===== config.mk =====
export PLATFORM = sky130hd
export DESIGN_NAME = ssc_top
export DESIGN_NICKNAME = d
export VERILOG_FILES = /design/src/hw/ssc_pkg.sv /design/src/hw/ssc_top.sv
export VERILOG_INCLUDE_DIRS = /design/src /design/src/hw
export SDC_FILE = /design/constraint.sdc
export NUM_CORES = 1
export LEC_CHECK = 0
export BUFFER_PORTS_ARGS = -buffer_cell sky130_fd_sc_hd__buf_2
export CAP_MARGIN = 10
export CELL_PAD_IN_SITES_DETAIL_PLACEMENT = 0
export CELL_PAD_IN_SITES_GLOBAL_PLACEMENT = 1
export CORE_MARGIN = 8
export CORE_UTILIZATION = 50
export CTS_CLUSTER_SIZE = 10
export DETAILED_ROUTE_END_ITERATION = 8
export MAX_ROUTING_LAYER = met4
export PLACE_DENSITY = 0.83
export SLEW_MARGIN = 20
export SYNTH_ARGS = -nofsm -noshare
export SYNTH_HDL_FRONTEND = slang
export SYNTH_SLANG_ARGS = --single-unit

===== constraint.sdc =====
create_clock -name core_clk -period 10.3 [get_ports core_clk]
set_clock_uncertainty 0.05 [all_clocks]
set_input_delay 0.515 -clock core_clk [delete_from_list [all_inputs] [get_ports core_clk]]
set_output_delay 0.515 -clock core_clk [all_outputs]
set_load 0.005 [all_outputs]

===== src/hw/ssc_cfg.svh =====
// register map, field positions, reset values and timing counts of the serial port
`ifndef SSC_CFG_SVH
`define SSC_CFG_SVH
`define SSC_ADDR_W 8
`define SSC_OFS_FRAME_CFG 8'h00
`define SSC_OFS_CTRL_TWO 8'h04
`define SSC_OFS_FIFO_DATA 8'h08
`define SSC_OFS_FIFO_STATUS 8'h0c
`define SSC_OFS_IRQ_STATUS 8'h10
`define SSC_OFS_IRQ_MASK 8'h14
`define SSC_BIT_OUT_OFF 3
`define SSC_BIT_ROLE 2
`define SSC_BIT_EN 1
`define SSC_BIT_LB 0
`define SSC_BIT_BUSY 4
`define SSC_BIT_RX_FULL 3
`define SSC_BIT_RX_AVAIL 2
`define SSC_BIT_TX_ROOM 1
`define SSC_BIT_TX_VOID 0
`define SSC_IRQ_RX_DONE 0
`define SSC_IRQ_RX_OVR 1
`define SSC_IRQ_TX_EMPTY 2
`define SSC_RST_SIZE 4'h0
`define SSC_MIN_SIZE 4'h3
`define SSC_FIFO_DEPTH 8
`define SSC_CLK_PERIOD_NS 8
`define SSC_LINK_PERIOD_NS 125
`define SSC_HALF_CYC ((`SSC_LINK_PERIOD_NS / 2 + `SSC_CLK_PERIOD_NS - 1) / `SSC_CLK_PERIOD_NS)
`endif


===== src/hw/ssc_pkg.sv =====
// types shared by the serial port block
`default_nettype none
package ssc_pkg;
    // fields of the second control register
    typedef struct packed {
        logic slave_output_disable;
        logic role;
        logic en;
        logic lb;
    } ssc_ctrl_type;
    // fields of the fifo status register
    typedef struct packed {
        logic busy;
        logic rx_fifo_full;
        logic rx_fifo_not_empty;
        logic tx_fifo_not_full;
        logic tx_fifo_empty;
    } ssc_stat_type;
    typedef enum logic {SSC_ST_IDLE, SSC_ST_SHIFT} ssc_state_type;
endpackage
`default_nettype wire


===== src/hw/ssc_top.sv =====
// serial port with control, fifo data and status registers and a frame shifter
`timescale 1ns/100ps
`default_nettype none
`include "ssc_cfg.svh"
module ssc_top
    import ssc_pkg::*;
(
    input wire logic core_clk,
    input wire logic rst_b,
    input wire logic [`SSC_ADDR_W-1:0] reg_addr,
    input wire logic [31:0] reg_wdata,
    input wire logic reg_wr,
    input wire logic reg_rd,
    output logic [31:0] reg_rdata,
    output logic irq,
    output logic link_clk_out,
    output logic link_clk_oe_b,
    input wire logic link_clk_in,
    output logic sel_out_b,
    output logic sel_oe_b,
    input wire logic sel_in_b,
    output logic serial_data_out,
    output logic serial_data_out_oe_b,
    input wire logic serial_data_in
);
    localparam int DEPTH = `SSC_FIFO_DEPTH;
    localparam logic [4:0] HALF = 5'(`SSC_HALF_CYC);

    ssc_ctrl_type ctrl_r; // second control register
    logic [3:0] size_r; // frame_size_select field
    logic [2:0] irq_stat_r; // sticky event bits
    logic [2:0] irq_mask_r; // event enables
    ssc_stat_type stat; // live status view
    ssc_state_type state_r; // shifter state
    logic [15:0] tx_mem [DEPTH]; // transmit fifo storage
    logic [15:0] rx_mem [DEPTH]; // receive fifo storage
    logic [2:0] tx_wp_r, tx_rp_r, rx_wp_r, rx_rp_r; // fifo pointers
    logic [3:0] tx_cnt_r, rx_cnt_r; // fifo fill levels
    logic [15:0] tx_sh_r, rx_sh_r; // transmit and receive shifters
    logic [4:0] bit_cnt_r; // bits shifted in this frame
    logic [4:0] div_r; // master half-period counter
    logic mclk_r; // master serial clock level
    logic msel_r; // master select asserted
    logic [2:0] sclk_sync_r, sel_sync_r; // slave pin synchronisers plus edge stage
    logic [1:0] sdi_sync_r; // data input synchroniser
    logic [4:0] frame_len; // frame length in bits
    logic [3:0] sh_amt; // left shift that aligns frame msb to bit 15
    logic wr_data, rd_data; // data register accesses
    logic tx_push, tx_pop, rx_push, rx_pop; // fifo moves
    logic is_master, is_slave; // active role
    logic start_ev, sample_ev, shift_ev, last_ev, abort_ev; // shifter events
    logic in_bit; // bit entering the receive shifter
    logic [2:0] irq_set; // event pulses

    // frame length from size field, reserved codes held at four bits
    always_comb begin
        if (size_r < `SSC_MIN_SIZE) begin
            frame_len = 5'd4;
        end else begin
            frame_len = {1'b0, size_r} + 5'd1;
        end
        sh_amt = 4'(5'd16 - frame_len);
    end

    assign is_master = ctrl_r.en && !ctrl_r.role;
    assign is_slave = ctrl_r.en && ctrl_r.role;
    assign wr_data = reg_wr && (reg_addr == `SSC_OFS_FIFO_DATA);
    assign rd_data = reg_rd && (reg_addr == `SSC_OFS_FIFO_DATA);
    assign tx_push = wr_data && (tx_cnt_r != 4'(DEPTH));
    assign rx_pop = rd_data && (rx_cnt_r != 4'd0);

    // status view, reset leaves counts zero so idle and empty
    always_comb begin
        stat.busy = (state_r != SSC_ST_IDLE) || (tx_cnt_r != 4'd0);
        stat.rx_fifo_full = (rx_cnt_r == 4'(DEPTH));
        stat.rx_fifo_not_empty = (rx_cnt_r != 4'd0);
        stat.tx_fifo_not_full = (tx_cnt_r != 4'(DEPTH));
        stat.tx_fifo_empty = (tx_cnt_r == 4'd0);
    end

    // slave pins pass two flops, third stage only for edge finding
    always_ff @(posedge core_clk) begin
        if (!rst_b) begin
            sclk_sync_r <= 3'h0;
            sel_sync_r <= 3'h7;
            sdi_sync_r <= 2'h0;
        end else begin
            sclk_sync_r <= {sclk_sync_r[1:0], link_clk_in};
            sel_sync_r <= {sel_sync_r[1:0], sel_in_b};
            sdi_sync_r <= {sdi_sync_r[0], serial_data_in};
        end
    end

    // receive input, internal loop when loopback is on
    always_comb begin
        if (ctrl_r.lb) begin
            in_bit = tx_sh_r[15];
        end else begin
            in_bit = sdi_sync_r[1];
        end
    end

    // shifter events for both roles, mode 0 timing
    always_comb begin
        start_ev = 1'b0;
        sample_ev = 1'b0;
        shift_ev = 1'b0;
        abort_ev = 1'b0;
        if (is_master) begin
            // master starts once data waits and runs its own divider
            start_ev = (state_r == SSC_ST_IDLE) && (tx_cnt_r != 4'd0);
            sample_ev = (state_r == SSC_ST_SHIFT) && !mclk_r && (div_r == HALF - 5'd1);
            shift_ev = (state_r == SSC_ST_SHIFT) && mclk_r && (div_r == HALF - 5'd1);
        end else if (is_slave) begin
            // slave follows the peer's select and clock edges
            start_ev = (state_r == SSC_ST_IDLE) && sel_sync_r[2] && !sel_sync_r[1];
            sample_ev = (state_r == SSC_ST_SHIFT) && !sclk_sync_r[2] && sclk_sync_r[1];
            shift_ev = (state_r == SSC_ST_SHIFT) && sclk_sync_r[2] && !sclk_sync_r[1];
            abort_ev = (state_r == SSC_ST_SHIFT) && sel_sync_r[1];
        end else begin
            abort_ev = (state_r == SSC_ST_SHIFT); // port disabled mid-frame
        end
        last_ev = shift_ev && (bit_cnt_r == frame_len - 5'd1);
    end

    // a new word is taken at frame start, or back to back for a held slave select
    assign tx_pop = (start_ev || (last_ev && is_slave && !abort_ev)) && (tx_cnt_r != 4'd0);
    assign rx_push = last_ev && !abort_ev && (rx_cnt_r != 4'(DEPTH));

    // shifter state machine
    always_ff @(posedge core_clk) begin
        if (!rst_b) begin
            state_r <= SSC_ST_IDLE;
        end else begin
            unique case (state_r)
                SSC_ST_IDLE: begin
                    if (start_ev) begin
                        state_r <= SSC_ST_SHIFT;
                    end
                end
                SSC_ST_SHIFT: begin
                    // master always rests a frame apart, slave stays while selected
                    if (abort_ev || (last_ev && is_master)) begin
                        state_r <= SSC_ST_IDLE;
                    end
                end
            endcase
        end
    end

    // transmit shifter, frame msb aligned to bit 15 so upper bits drop out
    always_ff @(posedge core_clk) begin
        if (!rst_b) begin
            tx_sh_r <= 16'h0000;
        end else if (start_ev || last_ev) begin
            if (tx_pop) begin
                tx_sh_r <= tx_mem[tx_rp_r] << sh_amt;
            end else begin
                tx_sh_r <= 16'h0000;
            end
        end else if (shift_ev) begin
            tx_sh_r <= {tx_sh_r[14:0], 1'b0};
        end
    end

    // receive shifter, cleared per frame so the word lands at the lsb end
    always_ff @(posedge core_clk) begin
        if (!rst_b) begin
            rx_sh_r <= 16'h0000;
        end else if (start_ev || last_ev) begin
            rx_sh_r <= 16'h0000;
        end else if (sample_ev) begin
            rx_sh_r <= {rx_sh_r[14:0], in_bit};
        end
    end

    // bit counter
    always_ff @(posedge core_clk) begin
        if (!rst_b) begin
            bit_cnt_r <= 5'd0;
        end else if (start_ev || last_ev || abort_ev) begin
            bit_cnt_r <= 5'd0;
        end else if (shift_ev) begin
            bit_cnt_r <= bit_cnt_r + 5'd1;
        end
    end

    // master clock divider and select
    always_ff @(posedge core_clk) begin
        if (!rst_b) begin
            div_r <= 5'd0;
            mclk_r <= 1'b0;
            msel_r <= 1'b0;
        end else if (state_r == SSC_ST_SHIFT && is_master && !last_ev) begin
            msel_r <= 1'b1;
            if (div_r == HALF - 5'd1) begin
                div_r <= 5'd0;
                mclk_r <= !mclk_r;
            end else begin
                div_r <= div_r + 5'd1;
            end
        end else begin
            div_r <= 5'd0;
            mclk_r <= 1'b0;
            msel_r <= start_ev && is_master;
        end
    end

    // transmit fifo
    always_ff @(posedge core_clk) begin
        if (tx_push) begin
            tx_mem[tx_wp_r] <= reg_wdata[15:0];
        end
    end

    always_ff @(posedge core_clk) begin
        if (!rst_b) begin
            tx_wp_r <= 3'd0;
            tx_rp_r <= 3'd0;
            tx_cnt_r <= 4'd0;
        end else begin
            if (tx_push) begin
                tx_wp_r <= tx_wp_r + 3'd1;
            end
            if (tx_pop) begin
                tx_rp_r <= tx_rp_r + 3'd1;
            end
            tx_cnt_r <= tx_cnt_r + 4'(tx_push) - 4'(tx_pop);
        end
    end

    // receive fifo, a frame arriving while full is dropped
    always_ff @(posedge core_clk) begin
        if (rx_push) begin
            rx_mem[rx_wp_r] <= rx_sh_r;
        end
    end

    always_ff @(posedge core_clk) begin
        if (!rst_b) begin
            rx_wp_r <= 3'd0;
            rx_rp_r <= 3'd0;
            rx_cnt_r <= 4'd0;
        end else begin
            if (rx_push) begin
                rx_wp_r <= rx_wp_r + 3'd1;
            end
            if (rx_pop) begin
                rx_rp_r <= rx_rp_r + 3'd1;
            end
            rx_cnt_r <= rx_cnt_r + 4'(rx_push) - 4'(rx_pop);
        end
    end

    // control and configuration writes
    always_ff @(posedge core_clk) begin
        if (!rst_b) begin
            ctrl_r <= '0;
            size_r <= `SSC_RST_SIZE;
        end else if (reg_wr) begin
            if (reg_addr == `SSC_OFS_CTRL_TWO) begin
                ctrl_r.slave_output_disable <= reg_wdata[`SSC_BIT_OUT_OFF];
                ctrl_r.role <= reg_wdata[`SSC_BIT_ROLE];
                ctrl_r.en <= reg_wdata[`SSC_BIT_EN];
                ctrl_r.lb <= reg_wdata[`SSC_BIT_LB];
            end else if (reg_addr == `SSC_OFS_FRAME_CFG) begin
                size_r <= reg_wdata[3:0];
            end
        end
    end

    // event pulses
    assign irq_set[`SSC_IRQ_RX_DONE] = rx_push;
    assign irq_set[`SSC_IRQ_RX_OVR] = last_ev && !abort_ev && stat.rx_fifo_full;
    assign irq_set[`SSC_IRQ_TX_EMPTY] = tx_pop && (tx_cnt_r == 4'd1) && !tx_push;

    // sticky events, a new event wins over a write-one clear
    always_ff @(posedge core_clk) begin
        if (!rst_b) begin
            irq_stat_r <= 3'h0;
            irq_mask_r <= 3'h0;
        end else begin
            if (reg_wr && reg_addr == `SSC_OFS_IRQ_STATUS) begin
                irq_stat_r <= (irq_stat_r & ~reg_wdata[2:0]) | irq_set;
            end else begin
                irq_stat_r <= irq_stat_r | irq_set;
            end
            if (reg_wr && reg_addr == `SSC_OFS_IRQ_MASK) begin
                irq_mask_r <= reg_wdata[2:0];
            end
        end
    end

    assign irq = |(irq_stat_r & irq_mask_r);

    // read data stands the cycle after the strobe
    always_ff @(posedge core_clk) begin
        if (!rst_b) begin
            reg_rdata <= 32'h0000_0000;
        end else if (reg_rd) begin
            unique case (reg_addr)
                `SSC_OFS_FRAME_CFG: reg_rdata <= {28'h0, size_r};
                `SSC_OFS_CTRL_TWO: reg_rdata <= {28'h0, ctrl_r};
                `SSC_OFS_FIFO_DATA: begin
                    // empty fifo reads zero and pops nothing
                    reg_rdata <= rx_pop ? {16'h0, rx_mem[rx_rp_r]} : 32'h0;
                end
                `SSC_OFS_FIFO_STATUS: reg_rdata <= {27'h0, stat};
                `SSC_OFS_IRQ_STATUS: reg_rdata <= {29'h0, irq_stat_r};
                `SSC_OFS_IRQ_MASK: reg_rdata <= {29'h0, irq_mask_r};
                default: reg_rdata <= 32'h0; // unmapped reads zero
            endcase
        end else begin
            reg_rdata <= 32'h0000_0000;
        end
    end

    // pins: master drives clock and select, slave drives data while selected unless disabled
    always_comb begin
        link_clk_out = mclk_r;
        link_clk_oe_b = !is_master;
        sel_out_b = !msel_r;
        sel_oe_b = !is_master;
        serial_data_out = tx_sh_r[15];
        if (is_master) begin
            serial_data_out_oe_b = 1'b0;
        end else begin
            serial_data_out_oe_b = !(is_slave && !ctrl_r.slave_output_disable
                && !sel_sync_r[1]);
        end
    end
endmodule
`default_nettype wire


# ---- Word level (Yosys, flattened, before mapping)
# Memories as Yosys holds them, arrays and structs flattened. A register that Yosys moved wholly into a read port is not among the register bits.
# Index checks and enable logic that the tools add are counted.
dict set report totals {
  ff_bits 119
  output_inout_bits 39
  elab_cells 155
  memories 2
  ram_bits 256
  input_bits 47
}
dict set report classes {
  magnitude_cmp 1
  bitwise_logic 9
  shifts 1
  addsub 13
  eq_ne 11
  n_mux 29
  n_reduce_logical 65
}
# memory words word_bits read_ports rd_ports_with_merged_regs wr line
set mem_list {}
lappend mem_list {rx_mem 8 16 1 1 1 ssc_top.sv:36} ;# logic [15:0] rx_mem [DEPTH];
lappend mem_list {tx_mem 8 16 1 1 1 ssc_top.sv:35} ;# logic [15:0] tx_mem [DEPTH];
# operator count
set op_table {}
lappend op_table {{$pmux 16 s6} 1}
lappend op_table {{$mux 16} 4}
lappend op_table {{$logic_and 1x1->1} 35}
lappend op_table {{$mux 1} 17}
lappend op_table {{$eq 8x4->1 const B} 2}
lappend op_table {{$eq 8x5->1 const B} 2}
lappend op_table {{$shl 16x4->16} 1}
lappend op_table {{$mux 3} 5}
lappend op_table {{$add 3x1->3 const B} 4}
lappend op_table {{$logic_not 1->1} 12}
lappend op_table {{$add 5x1->5 const B} 2}
lappend op_table {{$add 4x1->4} 2}
lappend op_table {{$eq 8x3->1 const B} 1}
lappend op_table {{$logic_not 8->1} 1}
lappend op_table {{$ne 4x4->1 const B} 2}
lappend op_table {{$reduce_bool 4->1} 2}
lappend op_table {{$sub 4x1->4} 2}
lappend op_table {{$and 3x3->3} 2}
lappend op_table {{$or 3x3->3} 2}
lappend op_table {{$reduce_and 2->1} 3}
lappend op_table {{$reduce_or 3->1} 2}
lappend op_table {{$add 4x1->5 const B} 1}
lappend op_table {{$eq 5x3->1 const B} 1}
lappend op_table {{$eq 5x5->1} 1}
lappend op_table {{other kinds (14)} 22}

# ---- Logic depth before layout (Yosys ltp)
dict set report logic_depth {
  depth_word 13
  mapped_depth 22
  mapped_depth_nobuf 18
}

# ---- Worst setup path before layout
# OpenSTA, ideal clock, no wires.
dict set report synth_timing {
  kind {flip-flop to flip-flop}
  start {reg size_r[1]}
  end {mem rx_mem[4][0], enable pin}
  setup_ps 409
  n_path_buf 4
  required_ps 9841
  setup_slack_ps 5333
  synth_period_minus_slack_ps 4967
  arrival_time_ps 4508
  stages_incl_launch_ff 17
  cell_sequence {dfxtp_1 ha_1 clkbuf_1 nor3_1 nor2_1 inv_2 buf_2 buf_2 ha_1 buf_2 xor2_1 o21a_1 o21ai_0 a2111oi_4 nand4_1 or2_1 nor3_1}
}
dict set report synth_via {
  elab_chain_len 9
  word_cells_on_any_way 10
  classes_between {add/sub (2); order compare (1); eq/ne (1); mux (3); reduce/logical (3)}
}
# element line
set synth_lines {}
lappend synth_lines {{start: declaration} ssc_top.sv:30} ;# logic [3:0] size_r;
lappend synth_lines {{start signal: assignment} ssc_top.sv:259} ;# size_r <= `SSC_RST_SIZE;
lappend synth_lines {{start signal: assignment} ssc_top.sv:267} ;# size_r <= reg_wdata[3:0];
lappend synth_lines {{$add 4x1->5 or $lt 4x2->1 (tied branches)} n/a}
lappend synth_lines {{$mux 5 *} ssc_top.sv:57} ;# if (size_r < `SSC_MIN_SIZE) begin
lappend synth_lines {{$sub 5x1->5 *} ssc_top.sv:123} ;# last_ev = shift_ev && (bit_cnt_r == frame_len - 5'd1);
lappend synth_lines {{$eq 5x5->1 *} ssc_top.sv:123}
lappend synth_lines {{$logic_and 1x1->1 *} ssc_top.sv:123}
lappend synth_lines {{$logic_and 1x1->1 * (2 in a row)} ssc_top.sv:128} ;# assign rx_push = last_ev && !abort_ev && (rx_cnt_r != 4'(DEPTH));
lappend synth_lines {{$mux 1 *} ssc_top.sv:234} ;# if (rx_push) begin
lappend synth_lines {{$mux 1 (implied by the code) *} ssc_top.sv:235} ;# rx_mem[rx_wp_r] <= rx_sh_r;
lappend synth_lines {{end: declaration} ssc_top.sv:36}
# Every way passes the cells marked *; elsewhere a longest branch is shown, timed or not.

# ---- Worst setup path in the final report
dict set report layout_timing {
  start {reg size_r[0]}
  end {mem rx_mem[2][8], enable pin}
}
# Same word-level chain as after synthesis.

==> summary.md <==
| Metric | Value |
|---|---|
| Initial DRC Count | `between 700 and 800` |
| CTS tree | `done` |
| Final Total Pwr | `2.95 mW` |
| Post-DP Area | `16100 µm²` |
| Total gr overflow | `0` |
| Post-Synthesis Cells | `1087` |
| Remaining antenna violation count | `0` |
| First-pass GRT wire length | `between 50 and 60 mm` |
| Crit. Startpoint | `size_r[0]$_SDFFE_PN0P_` |
| H-tree depth | `2` |
| Setup Buffers After CTS | `0` |
| Crit start category | `register` |
| Reg power frac | `0.529` |
| Arr. time, crit path | `6230 ps` |
| TritonRoute pass-1 iters | `5` |
| Die W | `192 µm` |
| Post-layout min period | `6070 ps` |
| RSZ-0062 raised after global routing | `no` |
| Min-delay worst type | `input port to register` |
| Routed wire length per instance | `20.8 µm` |
| Least-Margin Pin Slew | `~1000 ps` |
| Combinational Power Share | `0.009` |
| Max Root-Sink Buffers | `3` |
| Synth Register Bits | `365` |
| Via count | `9035` |
| Max-cap violation count | `0` |
| Layout cell share with drive strength beyond 1 | `0.197` |
| Syn Area/Cell | `14.2 µm²` |
| Overall Global Routing Usage | `0.181` |
| Final Cycle Share | `0.589` |
| Routed vias/inst | `5.76` |
| Slew headroom | `0.299` |
| Largest net degree at the start of global routing | `49` |
| Synth Flop Type | `edfxtp_1` |
| Outcome | `completed` |
| Nets | `1218` |
| Number of flops mapped to enable cells by yosys | `256` |
| CP Capture Type | `register` |
| Post-DP HPWL | `between 15 and 20 mm` |
| Final non-filler cell total | `1569` |
| Buffers on Ports | `53` |
| Clk Latency, worst-skew pair | `550 ps` |
| Internal reg-to-reg setup slack | `4230 ps` |
| Gp weighted congestion | `between 0.9 and 1` |
| Max Fclk | `about 0.16 GHz` |
| Worst Setup EP | `rx_mem[2][8]$_DFFE_PP_` |
| Hold Fails Final Rpt | `0` |
| Placed Instances | `1499` |
| CP max FO | `23` |
| Data required time of the worst path | `between 10000 and 15000 ps` |
| Critical path start-end classification | `register to register` |
| Max-slew violation count | `0` |
| Post-synth top area cell | `edfxtp_1` |
| Sequential share of the synthesized area | `0.641` |
| Antenna violations before repair | `2` |
| Initial Util | `0.506` |
| Post-synth top area share | `0.499` |
| Die ar. | `36700 µm²` |
| Crit Reg-Reg Startpoint | `size_r[0]$_SDFFE_PN0P_` |
| Core Region | `30400 µm²` |
| FP Rows | `64` |
| Yosys synthesis warning count | `0` |
| Reg-to-reg critical path endpoint | `rx_mem[2][8]$_DFFE_PP_` |
| Switching Share | `0.197` |
| Clock sink count | `365` |
| Clock power frac | `0.462` |
| Setup ws final | `roughly 4200 ps` |
| Drt drc | `0` |
| Async SR Flop Fraction | `0` |
| Mapped cell area | `15400 µm²` |
| Post-Route WL | `32.6 mm` |
| Post-cts resize count | `0` |
| Vias in the first global route | `9061` |
| Setup violators final | `0` |
| Total CTS buffers | `between 40 and 50` |
| # fillers | `2384` |
| Clk slew on worst S/H paths | `50 ps` |
| Maximum vdd ir drop | `around 110 µV` |
| Setup TNS | `0 ps` |
| R2R depth | `13` |
| Finished Cell Area | `17300 µm²` |
| Synth top area cells | `edfxtp_1 50%, dfxtp_1 14%, mux4_2 7.5%, mux2i_1 4.6%, nor2_1 2.3%` |
| Root Buffer | `clkbuf_16` |
| Dpl ws | `4220 ps` |
| Synth unique cells | `72` |
| Hold Buf Count CTS | `0` |
| Synth-to-Final Area Change | `12.4%` |
| P per Cell Area | `between 150 and 200 nW/µm²` |
| Internal | `2.37 mW` |
| Die Span Y | `192 µm` |
| IO Count | `86` |
| LEAKAGE | `6.00 nW` |
| NetSw | `0.583 mW` |
==> through the flow <==
| stage | utilization | hold slack, ps |
|---|---|---|
| 2_1_floorplan | - | 336 |
| 3_3_place_gp | 0.528 | 349 |
| 3_5_place_dp | 0.528 | 355 |
| 4_1_cts | 0.569 | 95.6 |
| 5_1_grt | 0.569 | 102 |
| 6_report | 0.569 | 111 |
==> layer usage <==
layer,vias up,global-route usage,part of all wire
met1,4512,0.238,0.45
li1,4201,-,-
met4,0,0.0503,0.019
met3,45,0.0325,0.060
met5,-,-,0
met2,277,0.288,0.47
==> synthesized netlist by cell type, types with 5 or more instances <==
master	instances
ha_1	21
a211oi_1	6
nor2b_1	7
and3_1	6
dfxtp_1	109
mux2i_1	71
nor3_1	16
clkbuf_1	30
nand4_1	10
nand2_1	57
mux4_2	51
o211ai_1	5
or3_1	10
buf_4	20
nor2_1	94
xnor2_1	10
nand2b_1	13
o21ai_0	27
inv_1	22
a22o_1	5
nor3b_1	8
a21oi_1	34
xor2_1	12
a31oi_1	8
buf_2	16
mux2_2	28
nand3_1	22
a22oi_1	5
buf_1	7
o21a_1	5
edfxtp_1	256
o22ai_1	14
and2_1	17
==> how the worst min path moves through the flow <==
stage,slack (ps),from,endpoint,depth (start not counted)
2_1_floorplan,340,sel_sync_r[0]$_SDFF_PN1_,sel_sync_r[1]$_SDFF_PN1_,1
3_3_place_gp,350,sel_sync_r[0]$_SDFF_PN1_,sel_sync_r[1]$_SDFF_PN1_,1
3_5_place_dp,360,sel_sync_r[0]$_SDFF_PN1_,sel_sync_r[1]$_SDFF_PN1_,1
4_1_cts,100,sel_in_b,sel_sync_r[0]$_SDFF_PN1_,2
5_1_grt,100,sel_in_b,sel_sync_r[0]$_SDFF_PN1_,2
6_report,110,sel_in_b,sel_sync_r[0]$_SDFF_PN1_,2
==> logic make-up after synthesis <==
family	synth area share
AOI/OAI and AO/OA	0.0634
xor gates and xnor gates	0.0125
adders and majority gates	0.0197
buffers and inverters	0.0315
DFF	0.641
muxes	0.141
other	0.000243
and+or+nand+nor	0.0908
==> cells in the final DEF, fill, tap and decap left out, drive strengths merged, types with 16 or more instances in the layout <==
cell type,count
and2,17
nand2,57
o21ai,27
nor2,94
dfxtp,109
mux4,51
inv,26
buf,76
a21oi,34
nor3,16
clkbuf,61
ha,21
conb,16
edfxtp,256
nand3,24
mux2i,71
mux2,28
==> worst max-delay path, cell delays in order, from the launching register on <==
cell and delay [ps]:
dfxtp_1 510, ha_1 430, nor3_1 130, nor2_1 730, inv_2 430, ha_1 780
xor2_1 200, o21a_1 140, o21ai_0 130, a2111oi_4 430, nand4_1 470, nand2b_1 380
nor2_1 580, buf_4 360
==> sequential cells by signal (all words and copies together) (netlist names), 2 cells and up, named ones only <==
name	cells
tx_sh_r	16
rx_wp_r	3
div_r	5
sdi_sync_r	2
tx_wp_r	3
rx_sh_r	16
sel_sync_r	3
ctrl_r	4
reg_rdata	16
sclk_sync_r	3
tx_rp_r	3
rx_mem	128
irq_mask_r	3
rx_rp_r	3
size_r	4
irq_stat_r	3
tx_cnt_r	4
rx_cnt_r	4
bit_cnt_r	5
tx_mem	128
==> layout make-up <==
cell class,instances,area (µm²),share of cell area
Sequential cell,365,9880,0.570
Multi-Input combinational cell,636,5150,0.298
Clock buffer,61,1150,0.0666
Tap cell,396,495,0.0286
Timing Repair Buffer,76,438,0.0253
Clock inverter,7,97.6,0.00564
Inverter,26,97.6,0.00564
Antenna cell,2,5.00,0.000289
==> power by group through the flow <==
stage                     registers (mW)  logic [mW]  clock network [mW]
after CTS                           1.56      0.0265                1.38
after floorplan                     1.59      0.0142                   0
after detailed placement            1.59      0.0263                   0
final                               1.56      0.0268                1.36
after global routing                1.56      0.0294                1.44
after global placement              1.59      0.0257                   0
Note: power is estimated with default switching activity, not from simulation.
